### src/rtl/ppc_pkg.sv
// Package of register offsets, the reset value and the low lane position for the pad control block.
package ppc_pkg;
  // Register byte offsets on the Wishbone bus.
  localparam logic [4:0] PPC_OFS_W_PE = 5'h00;
  localparam logic [4:0] PPC_OFS_W_PS = 5'h04;
  localparam logic [4:0] PPC_OFS_W_SE = 5'h08;
  localparam logic [4:0] PPC_OFS_W_DS = 5'h0C;
  localparam logic [4:0] PPC_OFS_N_PE = 5'h10;
  localparam logic [4:0] PPC_OFS_N_PS = 5'h14;
  localparam logic [4:0] PPC_OFS_N_SE = 5'h18;
  localparam logic [4:0] PPC_OFS_N_DS = 5'h1C;
  // Reset value of every pad control field.
  localparam logic [7:0] PPC_RST_VAL = 8'h00;
  // Low byte lane position in the data word.
  localparam int PPC_LANE_LSB = 0;
endpackage

### src/rtl/ppc_pad_ctrl.sv
// Pad control registers for one eight-pin and one four-pin parallel port.
//
// The register addresses and the Wishbone register port were chosen for this implementation.
`timescale 1ns/10ps
// Functional notes
// RQ1 - Wide port pull enable per pin
// RQ2 - Output pins force pull off
// RQ3 - Analog control forces pull off
// RQ4 - Pull select 0 pullup, 1 pulldown
// RQ5 - Pull applied only while enabled
// RQ6 - Wide port slew enable per pin
// RQ7 - Slew ignored while pin is input
// RQ8 - Wide port drive strength per pin
// RQ9 - Narrow port pull enable, same gating
// RQ10 - Narrow port pull select per pin
// RQ11 - Narrow port slew enable per pin
// RQ12 - Never alters direction or data
// RQ13 - Drive bit 1 selects high drive
// RQ14 - Narrow port drive strength per pin
// RQ15 - Direction bit set means output
// RQ16 - All bits reset zero, upper zero
module ppc_pad_ctrl #(
  parameter int WIDE_PINS = 8,
  parameter int NARROW_PINS = 4
) (
  input wire logic mclk,
  input wire logic sys_rst,
  // Classic Wishbone slave.
  input wire logic [4:0] wb_adr_i,
  input wire logic [31:0] wb_dat_i,
  output logic [31:0] wb_dat_o,
  input wire logic wb_we_i,
  input wire logic [3:0] wb_sel_i,
  input wire logic wb_cyc_i,
  input wire logic wb_stb_i,
  output logic wb_ack_o,
  // Port state from the parallel I/O and peripheral logic, same clock.
  input wire logic [WIDE_PINS-1:0] wide_port_direction,
  input wire logic [WIDE_PINS-1:0] wide_periph_out,
  input wire logic [WIDE_PINS-1:0] wide_analog_sel,
  input wire logic [NARROW_PINS-1:0] narrow_port_direction,
  input wire logic [NARROW_PINS-1:0] narrow_periph_out,
  input wire logic [NARROW_PINS-1:0] narrow_analog_sel,
  // Pad controls to the wide port pads.
  output logic [WIDE_PINS-1:0] wide_pullup_on,
  output logic [WIDE_PINS-1:0] wide_pulldown_on,
  output logic [WIDE_PINS-1:0] wide_slew_on,
  output logic [WIDE_PINS-1:0] wide_high_drive,
  // Pad controls to the narrow port pads.
  output logic [NARROW_PINS-1:0] narrow_pullup_on,
  output logic [NARROW_PINS-1:0] narrow_pulldown_on,
  output logic [NARROW_PINS-1:0] narrow_slew_on,
  output logic [NARROW_PINS-1:0] narrow_high_drive
);
  import ppc_pkg::*;

  // ****************************************
  // Register storage
  // ****************************************
  logic [WIDE_PINS-1:0] wide_port_pull_enable_reg; // Pull device enables.
  logic [WIDE_PINS-1:0] wide_port_pull_select_reg; // Pullup or pulldown choice.
  logic [WIDE_PINS-1:0] wide_port_slew_enable_reg; // Slew limiting enables.
  logic [WIDE_PINS-1:0] wide_port_drive_select_reg; // High drive selects.
  logic [NARROW_PINS-1:0] narrow_port_pull_enable_reg; // Pull device enables.
  logic [NARROW_PINS-1:0] narrow_port_pull_select_reg; // Pullup or pulldown choice.
  logic [NARROW_PINS-1:0] narrow_port_slew_enable_reg; // Slew limiting enables.
  logic [NARROW_PINS-1:0] narrow_port_drive_select_reg; // High drive selects.
  logic wr_stb; // Write strobe on the first cycle of a write.
  logic rd_stb; // Read strobe on the first cycle of a read.
  logic lane0; // The low byte lane is selected.
  logic [7:0] wpull; // Pull allowed per wide pin, before the select steers it.
  logic [7:0] npull; // Pull allowed per narrow pin, zero-extended to eight bits.

  // A new access is one not yet acknowledged; this gives ack one cycle low between accesses.
  assign wr_stb = wb_cyc_i && wb_stb_i && wb_we_i && !wb_ack_o;
  assign rd_stb = wb_cyc_i && wb_stb_i && !wb_we_i && !wb_ack_o;
  assign lane0 = wb_sel_i[PPC_LANE_LSB];

  // Pad logic drives a pull only when the pin floats as an input.
  function automatic logic [7:0] pull_gate(input logic [7:0] en, input logic [7:0] dir,
                                           input logic [7:0] per, input logic [7:0] ana);
    pull_gate = en & ~dir & ~per & ~ana;
  endfunction

  // ****************************************
  // Pull gating
  // ****************************************
  // Kept combinational so the clocked pad process needs no blocking temporaries.
  assign wpull = pull_gate(8'(wide_port_pull_enable_reg), 8'(wide_port_direction), // RQ2 RQ15
                           8'(wide_periph_out), 8'(wide_analog_sel)); // RQ3
  assign npull = pull_gate(8'(narrow_port_pull_enable_reg), 8'(narrow_port_direction), // RQ9
                           8'(narrow_periph_out), 8'(narrow_analog_sel));

  // ****************************************
  // Bus acknowledge
  // ****************************************
  // Every access, mapped or not, is answered one cycle after it is seen.
  always_ff @(posedge mclk) begin
    if (sys_rst) begin
      wb_ack_o <= 1'b0;
    end else begin
      wb_ack_o <= wb_cyc_i && wb_stb_i && !wb_ack_o;
    end
  end

  // ****************************************
  // Register writes
  // ****************************************
  // Only the low lane carries data; these registers touch no direction or data state.
  always_ff @(posedge mclk) begin
    if (sys_rst) begin
      wide_port_pull_enable_reg <= PPC_RST_VAL[WIDE_PINS-1:0]; // RQ16
      wide_port_pull_select_reg <= PPC_RST_VAL[WIDE_PINS-1:0];
      wide_port_slew_enable_reg <= PPC_RST_VAL[WIDE_PINS-1:0];
      wide_port_drive_select_reg <= PPC_RST_VAL[WIDE_PINS-1:0];
      narrow_port_pull_enable_reg <= PPC_RST_VAL[NARROW_PINS-1:0];
      narrow_port_pull_select_reg <= PPC_RST_VAL[NARROW_PINS-1:0];
      narrow_port_slew_enable_reg <= PPC_RST_VAL[NARROW_PINS-1:0];
      narrow_port_drive_select_reg <= PPC_RST_VAL[NARROW_PINS-1:0];
    end else if (wr_stb && lane0) begin // RQ12
      case (wb_adr_i)
        PPC_OFS_W_PE: begin
          wide_port_pull_enable_reg <= wb_dat_i[WIDE_PINS-1:0]; // RQ1
        end
        PPC_OFS_W_PS: begin
          wide_port_pull_select_reg <= wb_dat_i[WIDE_PINS-1:0]; // RQ4
        end
        PPC_OFS_W_SE: begin
          wide_port_slew_enable_reg <= wb_dat_i[WIDE_PINS-1:0]; // RQ6
        end
        PPC_OFS_W_DS: begin
          wide_port_drive_select_reg <= wb_dat_i[WIDE_PINS-1:0]; // RQ8
        end
        PPC_OFS_N_PE: begin
          narrow_port_pull_enable_reg <= wb_dat_i[NARROW_PINS-1:0]; // RQ9
        end
        PPC_OFS_N_PS: begin
          narrow_port_pull_select_reg <= wb_dat_i[NARROW_PINS-1:0]; // RQ10
        end
        PPC_OFS_N_SE: begin
          narrow_port_slew_enable_reg <= wb_dat_i[NARROW_PINS-1:0]; // RQ11
        end
        PPC_OFS_N_DS: begin
          narrow_port_drive_select_reg <= wb_dat_i[NARROW_PINS-1:0]; // RQ14
        end
        default: begin
          // Unmapped writes are acknowledged and dropped.
        end
      endcase
    end
  end

  // ****************************************
  // Register reads
  // ****************************************
  // Read data is registered with ack; unmapped offsets and upper bits read zero.
  always_ff @(posedge mclk) begin
    if (sys_rst) begin
      wb_dat_o <= 32'h0000_0000;
    end else if (rd_stb) begin
      case (wb_adr_i)
        PPC_OFS_W_PE: wb_dat_o <= 32'(wide_port_pull_enable_reg);
        PPC_OFS_W_PS: wb_dat_o <= 32'(wide_port_pull_select_reg);
        PPC_OFS_W_SE: wb_dat_o <= 32'(wide_port_slew_enable_reg);
        PPC_OFS_W_DS: wb_dat_o <= 32'(wide_port_drive_select_reg);
        PPC_OFS_N_PE: wb_dat_o <= 32'(narrow_port_pull_enable_reg); // RQ16
        PPC_OFS_N_PS: wb_dat_o <= 32'(narrow_port_pull_select_reg);
        PPC_OFS_N_SE: wb_dat_o <= 32'(narrow_port_slew_enable_reg);
        PPC_OFS_N_DS: wb_dat_o <= 32'(narrow_port_drive_select_reg);
        default: wb_dat_o <= 32'h0000_0000;
      endcase
    end
  end

  // ****************************************
  // Pad control outputs
  // ****************************************
  // Registered so pads see glitch-free levels; cost is one cycle of lag.
  always_ff @(posedge mclk) begin
    if (sys_rst) begin
      wide_pullup_on <= '0;
      wide_pulldown_on <= '0;
      wide_slew_on <= '0;
      wide_high_drive <= '0;
      narrow_pullup_on <= '0;
      narrow_pulldown_on <= '0;
      narrow_slew_on <= '0;
      narrow_high_drive <= '0;
    end else begin
      // The select only steers a pull that is already allowed.
      wide_pullup_on <= wpull[WIDE_PINS-1:0] & ~wide_port_pull_select_reg; // RQ5
      wide_pulldown_on <= wpull[WIDE_PINS-1:0] & wide_port_pull_select_reg; // RQ4
      // Slew only matters on a driven pin, so inputs see it off.
      wide_slew_on <= wide_port_slew_enable_reg & (wide_port_direction | wide_periph_out); // RQ7
      wide_high_drive <= wide_port_drive_select_reg; // RQ13
      narrow_pullup_on <= npull[NARROW_PINS-1:0] & ~narrow_port_pull_select_reg; // RQ10
      narrow_pulldown_on <= npull[NARROW_PINS-1:0] & narrow_port_pull_select_reg;
      narrow_slew_on <= narrow_port_slew_enable_reg &
                        (narrow_port_direction | narrow_periph_out); // RQ11
      narrow_high_drive <= narrow_port_drive_select_reg; // RQ14
    end
  end

  // ****************************************
  // Assertions
  // ****************************************
  // A pin driven by the direction logic must never see either pull device.
  property p_out_no_pull;
    @(posedge mclk) disable iff (sys_rst)
      wide_port_direction[0] |=> !wide_pullup_on[0] && !wide_pulldown_on[0];
  endproperty
  a_out_no_pull: assert property (p_out_no_pull) else $error("Pull on an output pin."); // RQ2

  // An analog function owns the pin, so both pull devices stay off.
  property p_ana_no_pull;
    @(posedge mclk) disable iff (sys_rst)
      narrow_analog_sel[1] |=> !narrow_pullup_on[1] && !narrow_pulldown_on[1];
  endproperty
  a_ana_no_pull: assert property (p_ana_no_pull) else $error("Pull on analog pin."); // RQ3

  // Pullup and pulldown on one pin at once would fight and waste current.
  property p_pull_excl;
    @(posedge mclk) disable iff (sys_rst) (wide_pullup_on & wide_pulldown_on) == '0;
  endproperty
  a_pull_excl: assert property (p_pull_excl) else $error("Both pulls on."); // RQ4

  // A pulldown may only appear where software enabled and selected it.
  property p_pull_needs_en;
    @(posedge mclk) disable iff (sys_rst)
      $rose(wide_pulldown_on[2]) |-> $past(wide_port_pull_enable_reg[2])
                                     && $past(wide_port_pull_select_reg[2]);
  endproperty
  a_pull_needs_en: assert property (p_pull_needs_en) else $error("Pulldown without enable."); // RQ5

  // A write on the low lane lands in the pull enable register.
  property p_pe_write;
    @(posedge mclk) disable iff (sys_rst)
      wr_stb && lane0 && wb_adr_i == PPC_OFS_W_PE
        |=> wide_port_pull_enable_reg == $past(wb_dat_i[7:0]);
  endproperty
  a_pe_write: assert property (p_pe_write) else $error("Pull enable write lost."); // RQ1

  // An undriven narrow pin must not show slew limiting as on.
  property p_slew_in;
    @(posedge mclk) disable iff (sys_rst)
      !narrow_port_direction[0] && !narrow_periph_out[0] |=> !narrow_slew_on[0];
  endproperty
  a_slew_in: assert property (p_slew_in) else $error("Slew on input pin."); // RQ11

  // Drive strength is passed straight through with one cycle of lag.
  property p_drive;
    @(posedge mclk) disable iff (sys_rst)
      ##1 wide_high_drive == $past(wide_port_drive_select_reg);
  endproperty
  a_drive: assert property (p_drive) else $error("Drive does not follow select."); // RQ13

  // Every new access is answered after one cycle, for one cycle only.
  property p_ack;
    @(posedge mclk) disable iff (sys_rst)
      wb_cyc_i && wb_stb_i && !wb_ack_o |=> wb_ack_o ##1 !wb_ack_o;
  endproperty
  a_ack: assert property (p_ack) else $error("Ack timing wrong."); // RQ16

  // The narrow registers hold only four bits; the rest must read zero.
  property p_narrow_upper;
    @(posedge mclk) disable iff (sys_rst)
      wb_ack_o && !$past(wb_we_i) && $past(wb_adr_i) == PPC_OFS_N_PE |-> wb_dat_o[31:4] == '0;
  endproperty
  a_narrow_upper: assert property (p_narrow_upper) else $error("Upper bits not zero."); // RQ16

  // A peripheral output function also takes the pull away.
  property p_per_no_pull;
    @(posedge mclk) disable iff (sys_rst)
      wide_periph_out[3] |=> !wide_pullup_on[3] && !wide_pulldown_on[3];
  endproperty
  a_per_no_pull: assert property (p_per_no_pull) else $error("Pull on periph pin."); // RQ2

  // Analog ownership gates the wide port pulls as well.
  property p_wana_no_pull;
    @(posedge mclk) disable iff (sys_rst)
      wide_analog_sel[5] |=> !wide_pullup_on[5] && !wide_pulldown_on[5];
  endproperty
  a_wana_no_pull: assert property (p_wana_no_pull) else $error("Wide analog pin pulled."); // RQ3

  // The narrow port gates its pulls on direction exactly as the wide port.
  property p_ndir_no_pull;
    @(posedge mclk) disable iff (sys_rst)
      narrow_port_direction[2] |=> !narrow_pullup_on[2] && !narrow_pulldown_on[2];
  endproperty
  a_ndir_no_pull: assert property (p_ndir_no_pull) else $error("Narrow output pulled."); // RQ9

  // The narrow select steers one device only.
  property p_nexcl;
    @(posedge mclk) disable iff (sys_rst)
      (narrow_pullup_on & narrow_pulldown_on) == '0;
  endproperty
  a_nexcl: assert property (p_nexcl) else $error("Both narrow pulls on."); // RQ10

  // A pullup may only appear where software enabled it with select low.
  property p_pu_needs_en;
    @(posedge mclk) disable iff (sys_rst)
      $rose(wide_pullup_on[6]) |-> $past(wide_port_pull_enable_reg[6])
                                   && !$past(wide_port_pull_select_reg[6]);
  endproperty
  a_pu_needs_en: assert property (p_pu_needs_en) else $error("Pullup without enable."); // RQ5

  // An enabled pull on a free input pin gives exactly one device.
  property p_one_pull;
    @(posedge mclk) disable iff (sys_rst)
      wide_port_pull_enable_reg[1] && !wide_port_direction[1] && !wide_periph_out[1]
        && !wide_analog_sel[1] |=> wide_pullup_on[1] != wide_pulldown_on[1];
  endproperty
  a_one_pull: assert property (p_one_pull) else $error("Enabled pull missing."); // RQ1

  // Slew limiting reaches a driven wide pin when enabled.
  property p_wslew_out;
    @(posedge mclk) disable iff (sys_rst)
      wide_port_slew_enable_reg[4] && wide_port_direction[4] |=> wide_slew_on[4];
  endproperty
  a_wslew_out: assert property (p_wslew_out) else $error("Slew lost on output."); // RQ6

  // A wide input pin shows no slew limiting whatever the enable says.
  property p_wslew_in;
    @(posedge mclk) disable iff (sys_rst)
      !wide_port_direction[7] && !wide_periph_out[7] |=> !wide_slew_on[7];
  endproperty
  a_wslew_in: assert property (p_wslew_in) else $error("Slew on wide input."); // RQ7

  // A cleared drive bit keeps the wide pin at low drive.
  property p_low_drive;
    @(posedge mclk) disable iff (sys_rst)
      !wide_port_drive_select_reg[0] |=> !wide_high_drive[0];
  endproperty
  a_low_drive: assert property (p_low_drive) else $error("High drive not asked."); // RQ8

  // A set narrow drive bit gives high drive on that pin.
  property p_nhigh_drive;
    @(posedge mclk) disable iff (sys_rst)
      narrow_port_drive_select_reg[3] |=> narrow_high_drive[3];
  endproperty
  a_nhigh_drive: assert property (p_nhigh_drive) else $error("Narrow drive lost."); // RQ14

  // A write without the low lane must leave the settings untouched.
  property p_lane_drop;
    @(posedge mclk) disable iff (sys_rst)
      wr_stb && !lane0 |=> $stable(wide_port_pull_enable_reg)
                           && $stable(narrow_port_slew_enable_reg);
  endproperty
  a_lane_drop: assert property (p_lane_drop) else $error("Unlaned write landed."); // RQ1

  // Reset clears settings and pad outputs on the next edge.
  property p_rst_clear;
    @(posedge mclk)
      sys_rst |=> wide_port_pull_enable_reg == '0 && narrow_port_pull_select_reg == '0
                  && wide_pullup_on == '0 && narrow_high_drive == '0;
  endproperty
  a_rst_clear: assert property (p_rst_clear) else $error("Reset left bits set."); // RQ16
endmodule

### config.mk
export PLATFORM = sky130hd
export DESIGN_NAME = ppc_pad_ctrl
export DESIGN_NICKNAME = d
export VERILOG_FILES = /design/src/rtl/ppc_pkg.sv /design/src/rtl/ppc_pad_ctrl.sv
export SDC_FILE = /design/constraint.sdc
export NUM_CORES = 1
export LEC_CHECK = 0
export CAP_MARGIN = 20
export CORE_ASPECT_RATIO = 1.75
export CORE_MARGIN = 1
export CORE_UTILIZATION = 57
export CTS_BUF_LIST = sky130_fd_sc_hd__clkbuf_4 sky130_fd_sc_hd__clkbuf_8
export CTS_CLUSTER_SIZE = 10
export DETAILED_ROUTE_END_ITERATION = 12
export DONT_BUFFER_PORTS = 1
export GPL_ROUTABILITY_DRIVEN = 0
export PLACE_DENSITY_LB_ADDON = 0.08
export SKIP_LAST_GASP = 1
export SLEW_MARGIN = 20
export SYNTH_ARGS = -nofsm -noshare
export SYNTH_HDL_FRONTEND = slang
export SYNTH_SLANG_ARGS = --single-unit
### constraint.sdc
create_clock -name mclk -period 1.2 [get_ports mclk]
set_clock_uncertainty 0.05 [all_clocks]
set_input_delay 0.12 -clock mclk [delete_from_list [all_inputs] [get_ports mclk]]
set_output_delay 0.12 -clock mclk [all_outputs]
set_load 0.02 [all_outputs]
==> results of run 1 <==
-- path summary, 6_finish.rpt --
| kind | end | slack [ns] | cells after the start |
|---|---|---|---|
| worst max-delay path | wide_port_pull_enable_reg[0] | -0.19 | 4 |
| worst min-delay path | wb_dat_o[5] | 0.02 | 2 |
| worst max register to register | wide_port_pull_enable_reg[0] | -0.19 | 4 |
| worst min register to register | wide_pullup_on[4] | 0.42 | 2 |
-- routing by layer --
| layer | share of wire [%] | global-route usage (%) | wire (um) | vias up |
|---|---|---|---|---|
| met4 | 2.2 | 11.6 | 214 | 0 |
| met3 | 4.5 | 6.57 | 440 | 14 |
| li1 | - | - | - | 1454 |
| met1 | 38 | 29.7 | 3750 | 1425 |
| met2 | 55 | 46.7 | 5470 | 91 |
| met5 | 0 | 0 | 0 | - |
-- worst max-delay path, stage by stage (launching register included) --
cell and delay, ns:
dfxtp_4 0.35, and4b_2 0.33, and4b_1 0.24, buf_6 0.15, mux2i_1 0.19
-- power by group through the flow --
stage	clock network, mW	logic, mW	registers, mW
6_report	2.20	0.437	3.49
5_1_grt	2.36	0.469	3.49
4_1_cts	2.24	0.410	3.49
3_5_place_dp	0	0.218	3.57
3_3_place_gp	0	0.216	3.57
2_1_floorplan	0	0.291	3.57
-- repair_timing --
item / 4_1_cts / 5_1_grt
gates cloned: 0 / 0
gates resized for setup: 23 / 10
pin swaps: 10 / 5
hold endpoints to repair: 103 / 8
setup buffers: 1 / 1
hold buffers: 66 / 5
endpoints found under the setup margin: 56 / 60
-- stage by stage --
step	setup TNS [ns]	instance area (um^2)	power (mW)	std cells	utilization, %
floorplan	-5.57	4260	3.86	407	-
global placement	-6.06	4320	3.78	483	62.1
detailed placement	-8.93	4320	3.79	483	62.1
CTS	-7.16	5270	6.14	566	75.8
global route	-10.13	5340	6.31	568	76.8
finish	-7.54	5340	6.12	568	76.8
-- kinds of logic after synthesis --
kind of cell | after synthesis | share of synthesized area, %
buffers and inverters | 57 | 7.99
other | 1 | 0.0907
AND/OR/NAND/NOR | 148 | 20.3
AO/OA/AOI/OAI | 13 | 2.57
multiplexers | 60 | 18.2
flip-flops | 105 | 50.9
-- layout by cell type, fill, tap and decap left out, drive strengths merged, types with 3 or more instances in the layout --
cell type and count:
mux4 12, clkbuf 13, nand4 3, nor4 13
mux2i 48, dfxtp 105, inv 13, nand2b 56
o2bb2ai 4, nor2 36, a22oi 4, buf 39
and3 13, and4b 4, a22o 4, nand2 13
dlygate4sd3 66, conb 24
-- Yosys cell counts (8+ instances only) --
cell type	number
and3_1	13
buf_4	28
clkbuf_1	8
dfxtp_1	105
inv_1	13
mux2i_1	48
mux4_2	12
nand2_1	13
nand2b_1	56
nor2_1	36
nor4_1	13
-- final cells by class --
class	count	area (um^2)
Sequential cell	105	2110
Multi-Input combinational cell	245	1870
Fill cell	490	1610
Timing Repair Buffer	105	1010
Clock buffer	13	160
Tap cell	84	105
Inverter	13	48.8
Clock inverter	3	40.0
==> run summary, run 1 <==
Full die area -> 0.00761 mm^2
Clk_lat worst skew -> 0.36 ns
Relative slew slack -> 51.5%
Failing checks -> setup timing
Chip Width -> 66.4 um
Fin nets -> 561
Clock root buffer -> clkbuf_8
Status -> finished with violations
Hold path start -> wb_adr_i[3]
Mapped Cells -> 384
Post-synth top area share -> 50.9%
Final Hold Fails -> 0
Die Ht -> 115 um
Port-buffer cells -> 0
Switching share of power -> 21.6%
Part of the power in registers -> 56.9%
Routed WL per cell -> 17.4 um
Leak -> 2.34 nW
Min cycle time layout -> 1.39 ns
Synthesis-to-layout area growth -> 29.3%
Global-route wire length before repair -> 14,800 um
Vias in the first global route -> 3,061
Post-synthesis cell area -> 0.00413 mm^2
Ys Warns -> 0
Post-Route WL -> 9880 um
Starting DRT DRC Count -> 83
Cell-internal power -> 4.80 mW
Post-DRT Antenna Nets -> 0
Largest net degree at the start of global routing -> 56
Core footprint -> 0.00696 mm^2
Initial antenna violation count -> 0
EDFF count, synth -> 0
Crit path DAT -> 1.63 ns
Tcrit/Tclk final -> 116%
Pwr Density -> 1150 mW/mm^2
Combinational Power Share -> 7.1%
Worst slew pin tran -> 0.726 ns
CTS Buffer Depth -> 2
Grt ovf -> 0
Final Slew Violations -> 0
Syn Area/Cell -> 10.8 um^2
Final number of setup-violating endpoints -> 56
Clock sink count -> 105
ANT cells -> 0
Via count -> 2,984
Top FF cell, synth -> dfxtp_1
CTS tree -> built
DR vias/cell -> 5.25
Hold Crit Class -> primary input to flop
Max cap viols -> 0
Worst-path fanout max -> 6
DR DRC count -> 0
All-Layer GR Usage -> 26.6%
Final setup slack of the worst path -> -0.192 ns
I/O pins -> 163
Critical R2R Launch -> wb_ack_o
Htree depth -> 3
Area leader, netlist -> dfxtp_1
Sw Pwr -> 1.32 mW
Synth cell types -> 31
Register area share after synthesis -> 50.9%
Layout cells sized above 1 -> 18.0%
Ranking of synthesized cells by area -> dfxtp_1 (51%), mux2i_1 (12%), nand2b_1 (8.5%)
VDD IR-drop max -> 0.000906 V
CP Launch Type -> flop
Post-synthesis async set-or-reset flop share -> 0%
WHS -> 0.0206 ns
RSZ-0062 raised after global routing -> yes
Crit path from -> wb_ack_o
TritonCTS Buffers -> 9
Drt pass-1 iters -> 4
Fmax -> 0.719 GHz
Crit path capture type -> flop
Initial Utilization -> 59.4%
Detail Placement HPWL -> 6100 um
Place WS -> -0.228 ns
WS Path Type -> flop to flop
Flops & latches, synth -> 105
Rows -> 40
WP data required -> 1.44 ns
Clock Power Share -> 35.9%
Clock transition at the registers of the reported paths -> 0.09 ns
(Power assumes the default switching activity.)
==> run 2, diff against run 1 <==
--- a/config.mk
+++ b/config.mk
@@ -5,6 +5,7 @@
 export SDC_FILE = /design/constraint.sdc
 export NUM_CORES = 1
 export LEC_CHECK = 0
+export ABC_AREA = 1
 export CAP_MARGIN = 20
 export CORE_ASPECT_RATIO = 1.75
 export CORE_MARGIN = 1
==> run 2 against run 1 <==
Compared with the run above: routed wire length increased by 7.7%; the flow finishes with violations (hold timing, setup timing); largest power group unchanged; maximum frequency decreased by 5.1%; hold slack worse by 0.15 ns; via count increased by 23%; setup slack lost 0.074 ns; sequential power hardly changed; cell area is 3.1% lower; sequential share of layout area up 1.2 points; cell count up 20%; critical endpoint is now narrow_port_pull_enable_reg[1].
==> run summary, run 2 <==
Flops & latches, synth -> 105 (unchanged)
Post-synthesis cell area -> 0.00415 mm^2 (+0.42%)
Finished Layout Cells -> 681 (+20%)
Leak -> 2.18 nW (-6.9%)
Fin area -> 0.00518 mm^2 (-3.1%)
Clock root buffer -> clkbuf_8
Critical R2R Launch -> wb_ack_o
Die Ht -> 115 um (+0.21%)
GR Util met2 -> 50.7% (+4.1 points)
Clock transition at the registers of the reported paths -> 0.09 ns (about the same)
Largest net degree at the start of global routing -> 45 (-20%)
Post-synthesis async set-or-reset flop share -> 0% (unchanged)
Mapped Cells -> 528 (+38%)
Ranking of synthesized cells by area -> dfxtp_1 (51%), nor2_1 (9.6%), nand4_1 (6.3%)
EDFF count, synth -> 0 (unchanged)
Util after Layout -> 74.4% (-2.4 points)
Gr busiest metal -> met2
Synth cell types -> 23 (-26%)
Register-to-register setup slack -> -0.27 ns (-0.07 ns)
Area leader, netlist -> dfxtp_1
VDD IR-drop max -> 0.000874 V (-3.5%)
Commonest non-fill, non-tap cell in the layout -> dfxtp_1
Chip Width -> 66.5 um (+0.20%)
Combinational Power Share -> 8.4% (+1.3 points)
Rows -> 40 (unchanged)
Initial Utilization -> 59.7% (+0.25 points)
Overall power -> 6.33 mW (+3.4%)
ANT cells -> 0 (unchanged)
Fin nets -> 675 (+20%)
DR DRC count -> 0 (unchanged)
WS Path Type -> flop to flop
Sw Pwr -> 1.46 mW (+10%)
Ys Warns -> 0 (unchanged)
I/O pins -> 163 (unchanged)
Post-synth top area share -> 50.6% (-0.21 points)
Clk_lat worst skew -> 0.38 ns (+0.02 ns)
CTS tree -> built
Total negative slack -> -9.96 ns (-2.42 ns)
Synthesis-to-layout area growth -> 24.8%
Core footprint -> 0.00696 mm^2 (unchanged)
Placed cell areas -> 0.00421 mm^2 (-2.4%)
Via count -> 3,668 (+23%)
Post-Route WL -> 10,600 um (+7.7%)
Max cap viols -> 0 (unchanged)
Cell-internal power -> 4.87 mW (+1.5%)
CTS Buffer Depth -> 2 (unchanged)
Register area share after synthesis -> 50.6% (-0.21 points)
Crit path DAT -> 1.68 ns (+0.05 ns)
CP Launch Type -> flop
Top FF cell, synth -> dfxtp_1
Syn Area/Cell -> 7.86 um^2 (-27%)
Final number of setup-violating endpoints -> 56 (unchanged)
Grt ovf -> 0 (unchanged)
Full die area -> 0.00764 mm^2 (+0.41%)
Final Slew Violations -> 0 (unchanged)
Final setup slack of the worst path -> -0.266 ns (-0.0741 ns)
Clock sink count -> 105 (unchanged)
Min cycle time layout -> 1.47 ns (+0.0741 ns)
Most frequent cell after synthesis -> nor2_1
Status -> finished with violations
Inst Count DP -> 612 (+27%)
CP Capture Point -> narrow_port_pull_enable_reg[1]
Met1 Track Usage GR -> 30.4% (+0.72 points)
Tcrit/Tclk final -> 122% (+6.2 points)
Layout cells sized above 1 -> 17.8% (-0.22 points)
Hold Crit Class -> primary input to flop
Final Hold Fails -> 2 (+2)
Clock Power Share -> 36.4% (+0.5 points)
Part of the power in registers -> 55.2% (-1.7 points)
Place WS -> -0.380 ns (-0.151 ns)
Pwr Density -> 1220 mW/mm^2 (+6.7%)
Starting DRT DRC Count -> 245 (+200%)
Crit path capture type -> flop
Htree depth -> 3 (unchanged)
Worst-path fanout max -> 8 (+2)
Drt pass-1 iters -> 4 (unchanged)
TritonCTS Buffers -> 9 (unchanged)
Global-route wire length before repair -> 16,200 um (+9.6%)
All-Layer GR Usage -> 28.7% (+2.1 points)
DR vias/cell -> 5.39 (+2.5%)
Worst slew pin tran -> 1.00 ns (+0.278 ns)
Post-synth top cells -> nor2_1 (106), dfxtp_1 (105), nand2_1 (60), inv_1 (44), nand4_1 (42)
GR Util met3 -> 4.96% (-1.6 points)
Relative slew slack -> 33.1% (-18 points)
Initial antenna violation count -> 0 (unchanged)
Vias in the first global route -> 3,468 (+13%)
Crit path from -> wb_ack_o
Reg2Reg Depth -> 7 (+3)
Failing checks -> hold timing, setup timing
RSZ-0062 raised after global routing -> yes
Port-buffer cells -> 0 (unchanged)
Detail Placement HPWL -> 7080 um (+16%)
Fmax -> 0.682 GHz (-5.1%)
Commonest cells after routing, fill and taps aside -> dfxtp_1 (103), nor2_1 (102), nand2_1 (56)
Reg2reg end -> narrow_port_pull_enable_reg[1]
Switching share of power -> 23.0% (+1.5 points)
WP data required -> 1.42 ns (-0.02 ns)
Routed WL per cell -> 15.6 um (-10%)
Post-DRT Antenna Nets -> 0 (unchanged)
WHS -> -0.126 ns (-0.146 ns)
-- run 2: worst max-delay path, cell delays in order, from the launching register on --
cell and delay [ns]:
dfxtp_2 0.33, nand3b_1 0.22, nor2_4 0.14, buf_12 0.15
nand4_1 0.11, buf_6 0.16, o21ai_4 0.13, nor2_2 0.06
-- run 2: layout make-up --
class	count	area, um^2
clock buffers	13	179
clock inverters	2	35.0
fillers	529	1780
inverters	51	196
multi-input cells	351	1830
flip-flops and latches	105	2100
well taps	84	105
repair buffers	75	729
-- run 2: kinds of logic (layout without fill, tap and decap cells) --
| kind of cell | after synthesis | after routing | synth area share, % |
|---|---|---|---|
| buffers and inverters | 96 | 141 | 12.0 |
| AOI/OAI and AO/OA | 94 | 94 | 11.3 |
| DFF | 105 | 105 | 50.6 |
| and+or+nand+nor | 232 | 233 | 25.9 |
| other | 1 | 24 | 0.0904 |
-- run 2: what timing repair did --
item	CTS	global route
setup endpoints to repair	55	93
hold buffers	46	10
gates cloned	0	1
buffers inserted	2	4
gates resized for setup	57	29
endpoints found under the hold margin	105	42
pin swaps	11	9
-- run 2: how the worst min path moves through the flow --
stage	start	end	slack, ns	depth (start not counted)
after detailed placement	sys_rst	wb_ack_o	0.15	1
after floorplan	narrow_port_direction[0]	narrow_slew_on[0]	0.21	2
after global routing	wide_periph_out[2]	wide_pulldown_on[2]	-0.12	3
after CTS	wb_dat_i[2]	wide_port_pull_enable_reg[2]	-0.17	2
final	wide_periph_out[2]	wide_pullup_on[2]	-0.13	3
after global placement	sys_rst	wb_dat_o[6]	0.14	1
-- run 2: layer usage --
layer	vias to the layer above	wire, um
li1	1811	-
met1	1674	3840
met2	150	5840
met3	33	530
met4	0	431
met5	-	0
-- run 2: power groups by stage --
stage / registers [mW] / clock network [mW] / logic, mW
5_1_grt: 3.49 / 2.46 / 0.578
4_1_cts: 3.49 / 2.34 / 0.478
6_report: 3.49 / 2.31 / 0.532
2_1_floorplan: 3.57 / 0 / 0.311
3_3_place_gp: 3.57 / 0 / 0.294
3_5_place_dp: 3.57 / 0 / 0.299
==> run 3, diff against run 2 <==
--- a/config.mk
+++ b/config.mk
@@ -6,14 +6,14 @@
 export NUM_CORES = 1
 export LEC_CHECK = 0
 export ABC_AREA = 1
+export BUFFER_PORTS_ARGS = -buffer_cell sky130_fd_sc_hd__buf_2
 export CAP_MARGIN = 20
 export CORE_ASPECT_RATIO = 1.75
 export CORE_MARGIN = 1
-export CORE_UTILIZATION = 57
+export CORE_UTILIZATION = 45
 export CTS_BUF_LIST = sky130_fd_sc_hd__clkbuf_4 sky130_fd_sc_hd__clkbuf_8
 export CTS_CLUSTER_SIZE = 10
 export DETAILED_ROUTE_END_ITERATION = 12
-export DONT_BUFFER_PORTS = 1
 export GPL_ROUTABILITY_DRIVEN = 0
 export PLACE_DENSITY_LB_ADDON = 0.08
 export SKIP_LAST_GASP = 1
==> constraint.sdc (replaced) <==
create_clock -name mclk -period 1.2 [get_ports mclk]
set_clock_uncertainty 0.05 [all_clocks]
set_input_delay 0.3 -clock mclk [delete_from_list [all_inputs] [get_ports mclk]]
set_output_delay 0.3 -clock mclk [all_outputs]
set_load 0.02 [all_outputs]
==> run 3 against run 2 <==
Compared with the run above: the flow finishes with violations (setup timing); via count up 5.9%; routed wire length increased by 7.1%; first-iteration DRC count is 10% lower; register-to-register slack improved by 0.06 ns; sequential share of layout area down 3.6 points.
==> run summary, run 3 (synthesized netlist as in run 2, its figures left out) <==
Pwr Density -> 1080 mW/mm^2 (-11%)
Clk_lat worst skew -> 0.38 ns (about the same)
Rows -> 46 (+15%)
# hold bufs at CTS -> 0 (-100%)
CTS Buffer Depth -> 2 (unchanged)
WS Path Type -> flop to flop
Via count -> 3,886 (+5.9%)
Status -> finished with violations
Post-DRT Antenna Nets -> 0 (unchanged)
Final number of setup-violating endpoints -> 61 (+8.9%)
Met1 Track Usage GR -> 26.8% (-3.6 points)
WHS -> 0.0942 ns (+0.220 ns)
TritonCTS Buffers -> 9 (unchanged)
Place WS -> -0.382 ns (-0.00199 ns)
Grt ovf -> 0 (unchanged)
GR Util met3 -> 3.81% (-1.2 points)
WP data required -> 1.44 ns (+0.02 ns)
FILL cells -> 800 (+51%)
VDD IR-drop max -> 0.00105 V (+20%)
Commonest cells after routing, fill and taps aside -> nor2_1 (105), buf_6 (59), nand2_1 (56), dfxtp_2 (56), buf_2 (55)
DR vias/cell -> 4.89 (-9.2%)
Initial antenna violation count -> 0 (unchanged)
DR DRC count -> 0 (unchanged)
Port-buffer cells -> 111 (+111)
ANT cells -> 0 (unchanged)
Slowest stage delay, CP -> 0.33 ns (about the same)
CP max stage cell -> dfxtp_2
Layout cells sized above 1 -> 42.4% (+25 points)
Fmax -> 0.713 GHz (+4.5%)
Detail Placement HPWL -> 8000 um (+13%)
Tcrit/Tclk final -> 117% (-5.2 points)
CP Launch Type -> flop
Overall power -> 6.34 mW (+0.16%)
Clock root buffer -> clkbuf_8
Drt pass-1 iters -> 4 (unchanged)
Crit path capture type -> flop
Min cycle time layout -> 1.40 ns (-0.0628 ns)
Max cap viols -> 0 (unchanged)
Failing checks -> setup timing
Starting DRT DRC Count -> 220 (-10%)
Final setup slack of the worst path -> -0.203 ns (+0.0628 ns)
Clock sink count -> 105 (unchanged)
I/O pins -> 163 (unchanged)
Gr busiest metal -> met2
Crit path DAT -> 1.64 ns (-0.04 ns)
CTS tree -> built
Chip Width -> 74.6 um (+12%)
Clock transition at the registers of the reported paths -> 0.10 ns (about the same)
Worst-path fanout max -> 8 (unchanged)
Post-Route WL -> 11,400 um (+7.1%)
Vias in the first global route -> 3,614 (+4.2%)
Final Slew Violations -> 0 (unchanged)
RSZ-0062 raised after global routing -> yes
Commonest non-fill, non-tap cell in the layout -> nor2_1
Initial Utilization -> 46.2% (-13 points)
Crit path cell chain -> nand3b_1 -> nor2_4 -> buf_12 -> nand4_1 -> buf_6 -> o21ai_1 -> a21oi_1
Routed WL per cell -> 14.3 um (-8.3%)
GR Util met2 -> 44.1% (-6.6 points)
Full die area -> 0.00963 mm^2 (+26%)
Global-route wire length before repair -> 17,400 um (+7.5%)
Final Hold Fails -> 0 (-2)
Fin nets -> 752 (+11%)
Core footprint -> 0.00898 mm^2 (+29%)
Die Ht -> 129 um (+12%)
Hold Crit Class -> primary input to flop
All-Layer GR Usage -> 24.5% (-4.2 points)
Htree depth -> 3 (unchanged)
Synthesis-to-layout area growth -> 41.1%
Largest net degree at the start of global routing -> 50 (+11%)
Leak -> 2.63 nW (+21%)
run 3: report_power, final:
| part | switching (mW) | internal (mW) | leakage (nW) | total [mW] |
|---|---|---|---|---|
| Clock | 1.20 | 1.10 | 0.106 | 2.30 |
| Combinational | 0.355 | 0.194 | 1.65 | 0.549 |
| Sequential | 0.00367 | 3.49 | 0.874 | 3.49 |
run 3: worst paths after layout:
| path | startpoint | cells past startpoint | slack (ns) | endpoint |
|---|---|---|---|---|
| setup / recovery | wb_ack_o | 7 | -0.20 | narrow_port_pull_enable_reg[3] |
| hold / removal | narrow_port_direction[2] | 3 | 0.09 | narrow_slew_on[2] |
| setup reg to reg | wb_ack_o | 7 | -0.20 | narrow_port_pull_enable_reg[3] |
| hold reg to reg | wide_port_pull_select_reg[4] | 1 | 0.36 | wide_pullup_on[4] |
run 3: repair_timing:
item / CTS / global route
pin swaps: 7 / 5
setup buffers: 3 / 5
endpoints found under the setup margin: 109 / 113
resized for setup: 144 / 105
gates cloned: 0 / 2
run 3: layout make-up:
class,instances,area (um^2),share of cell area (%)
well taps,120,150,2.56
flip-flops and latches,105,2170,37.1
repair buffers,151,1280,21.9
clock buffers,12,159,2.71
clock inverters,4,51.3,0.876
multi-input cells,352,1850,31.5
inverters,51,199,3.40
run 3: per-layer routing:
layer | share of wire [%] | vias to the layer above | routed length (um)
met1 | 38 | 1776 | 4280
met5 | 0 | - | 0
met2 | 56 | 115 | 6330
met3 | 4.0 | 22 | 452
li1 | - | 1973 | -
met4 | 2.9 | 0 | 333
run 3: metrics by stage:
step	setup TNS, ns	area [um^2]	instances	util (%)
after floorplan	-7.41	4250	551	-
after global placement	-15.31	4920	770	54.8
after detailed placement	-16.24	4920	770	54.8
after CTS	-9.88	5510	789	61.4
after global routing	-13.38	5860	795	65.2
final	-8.68	5860	795	65.2
run 3: critical path, delay by kind of cell, from the launching register on:
family | cells | cell delay [ns]
compound gates | 2 | 0.16
buf+inv | 2 | 0.32
flops | 1 | 0.33
simple gates | 3 | 0.45
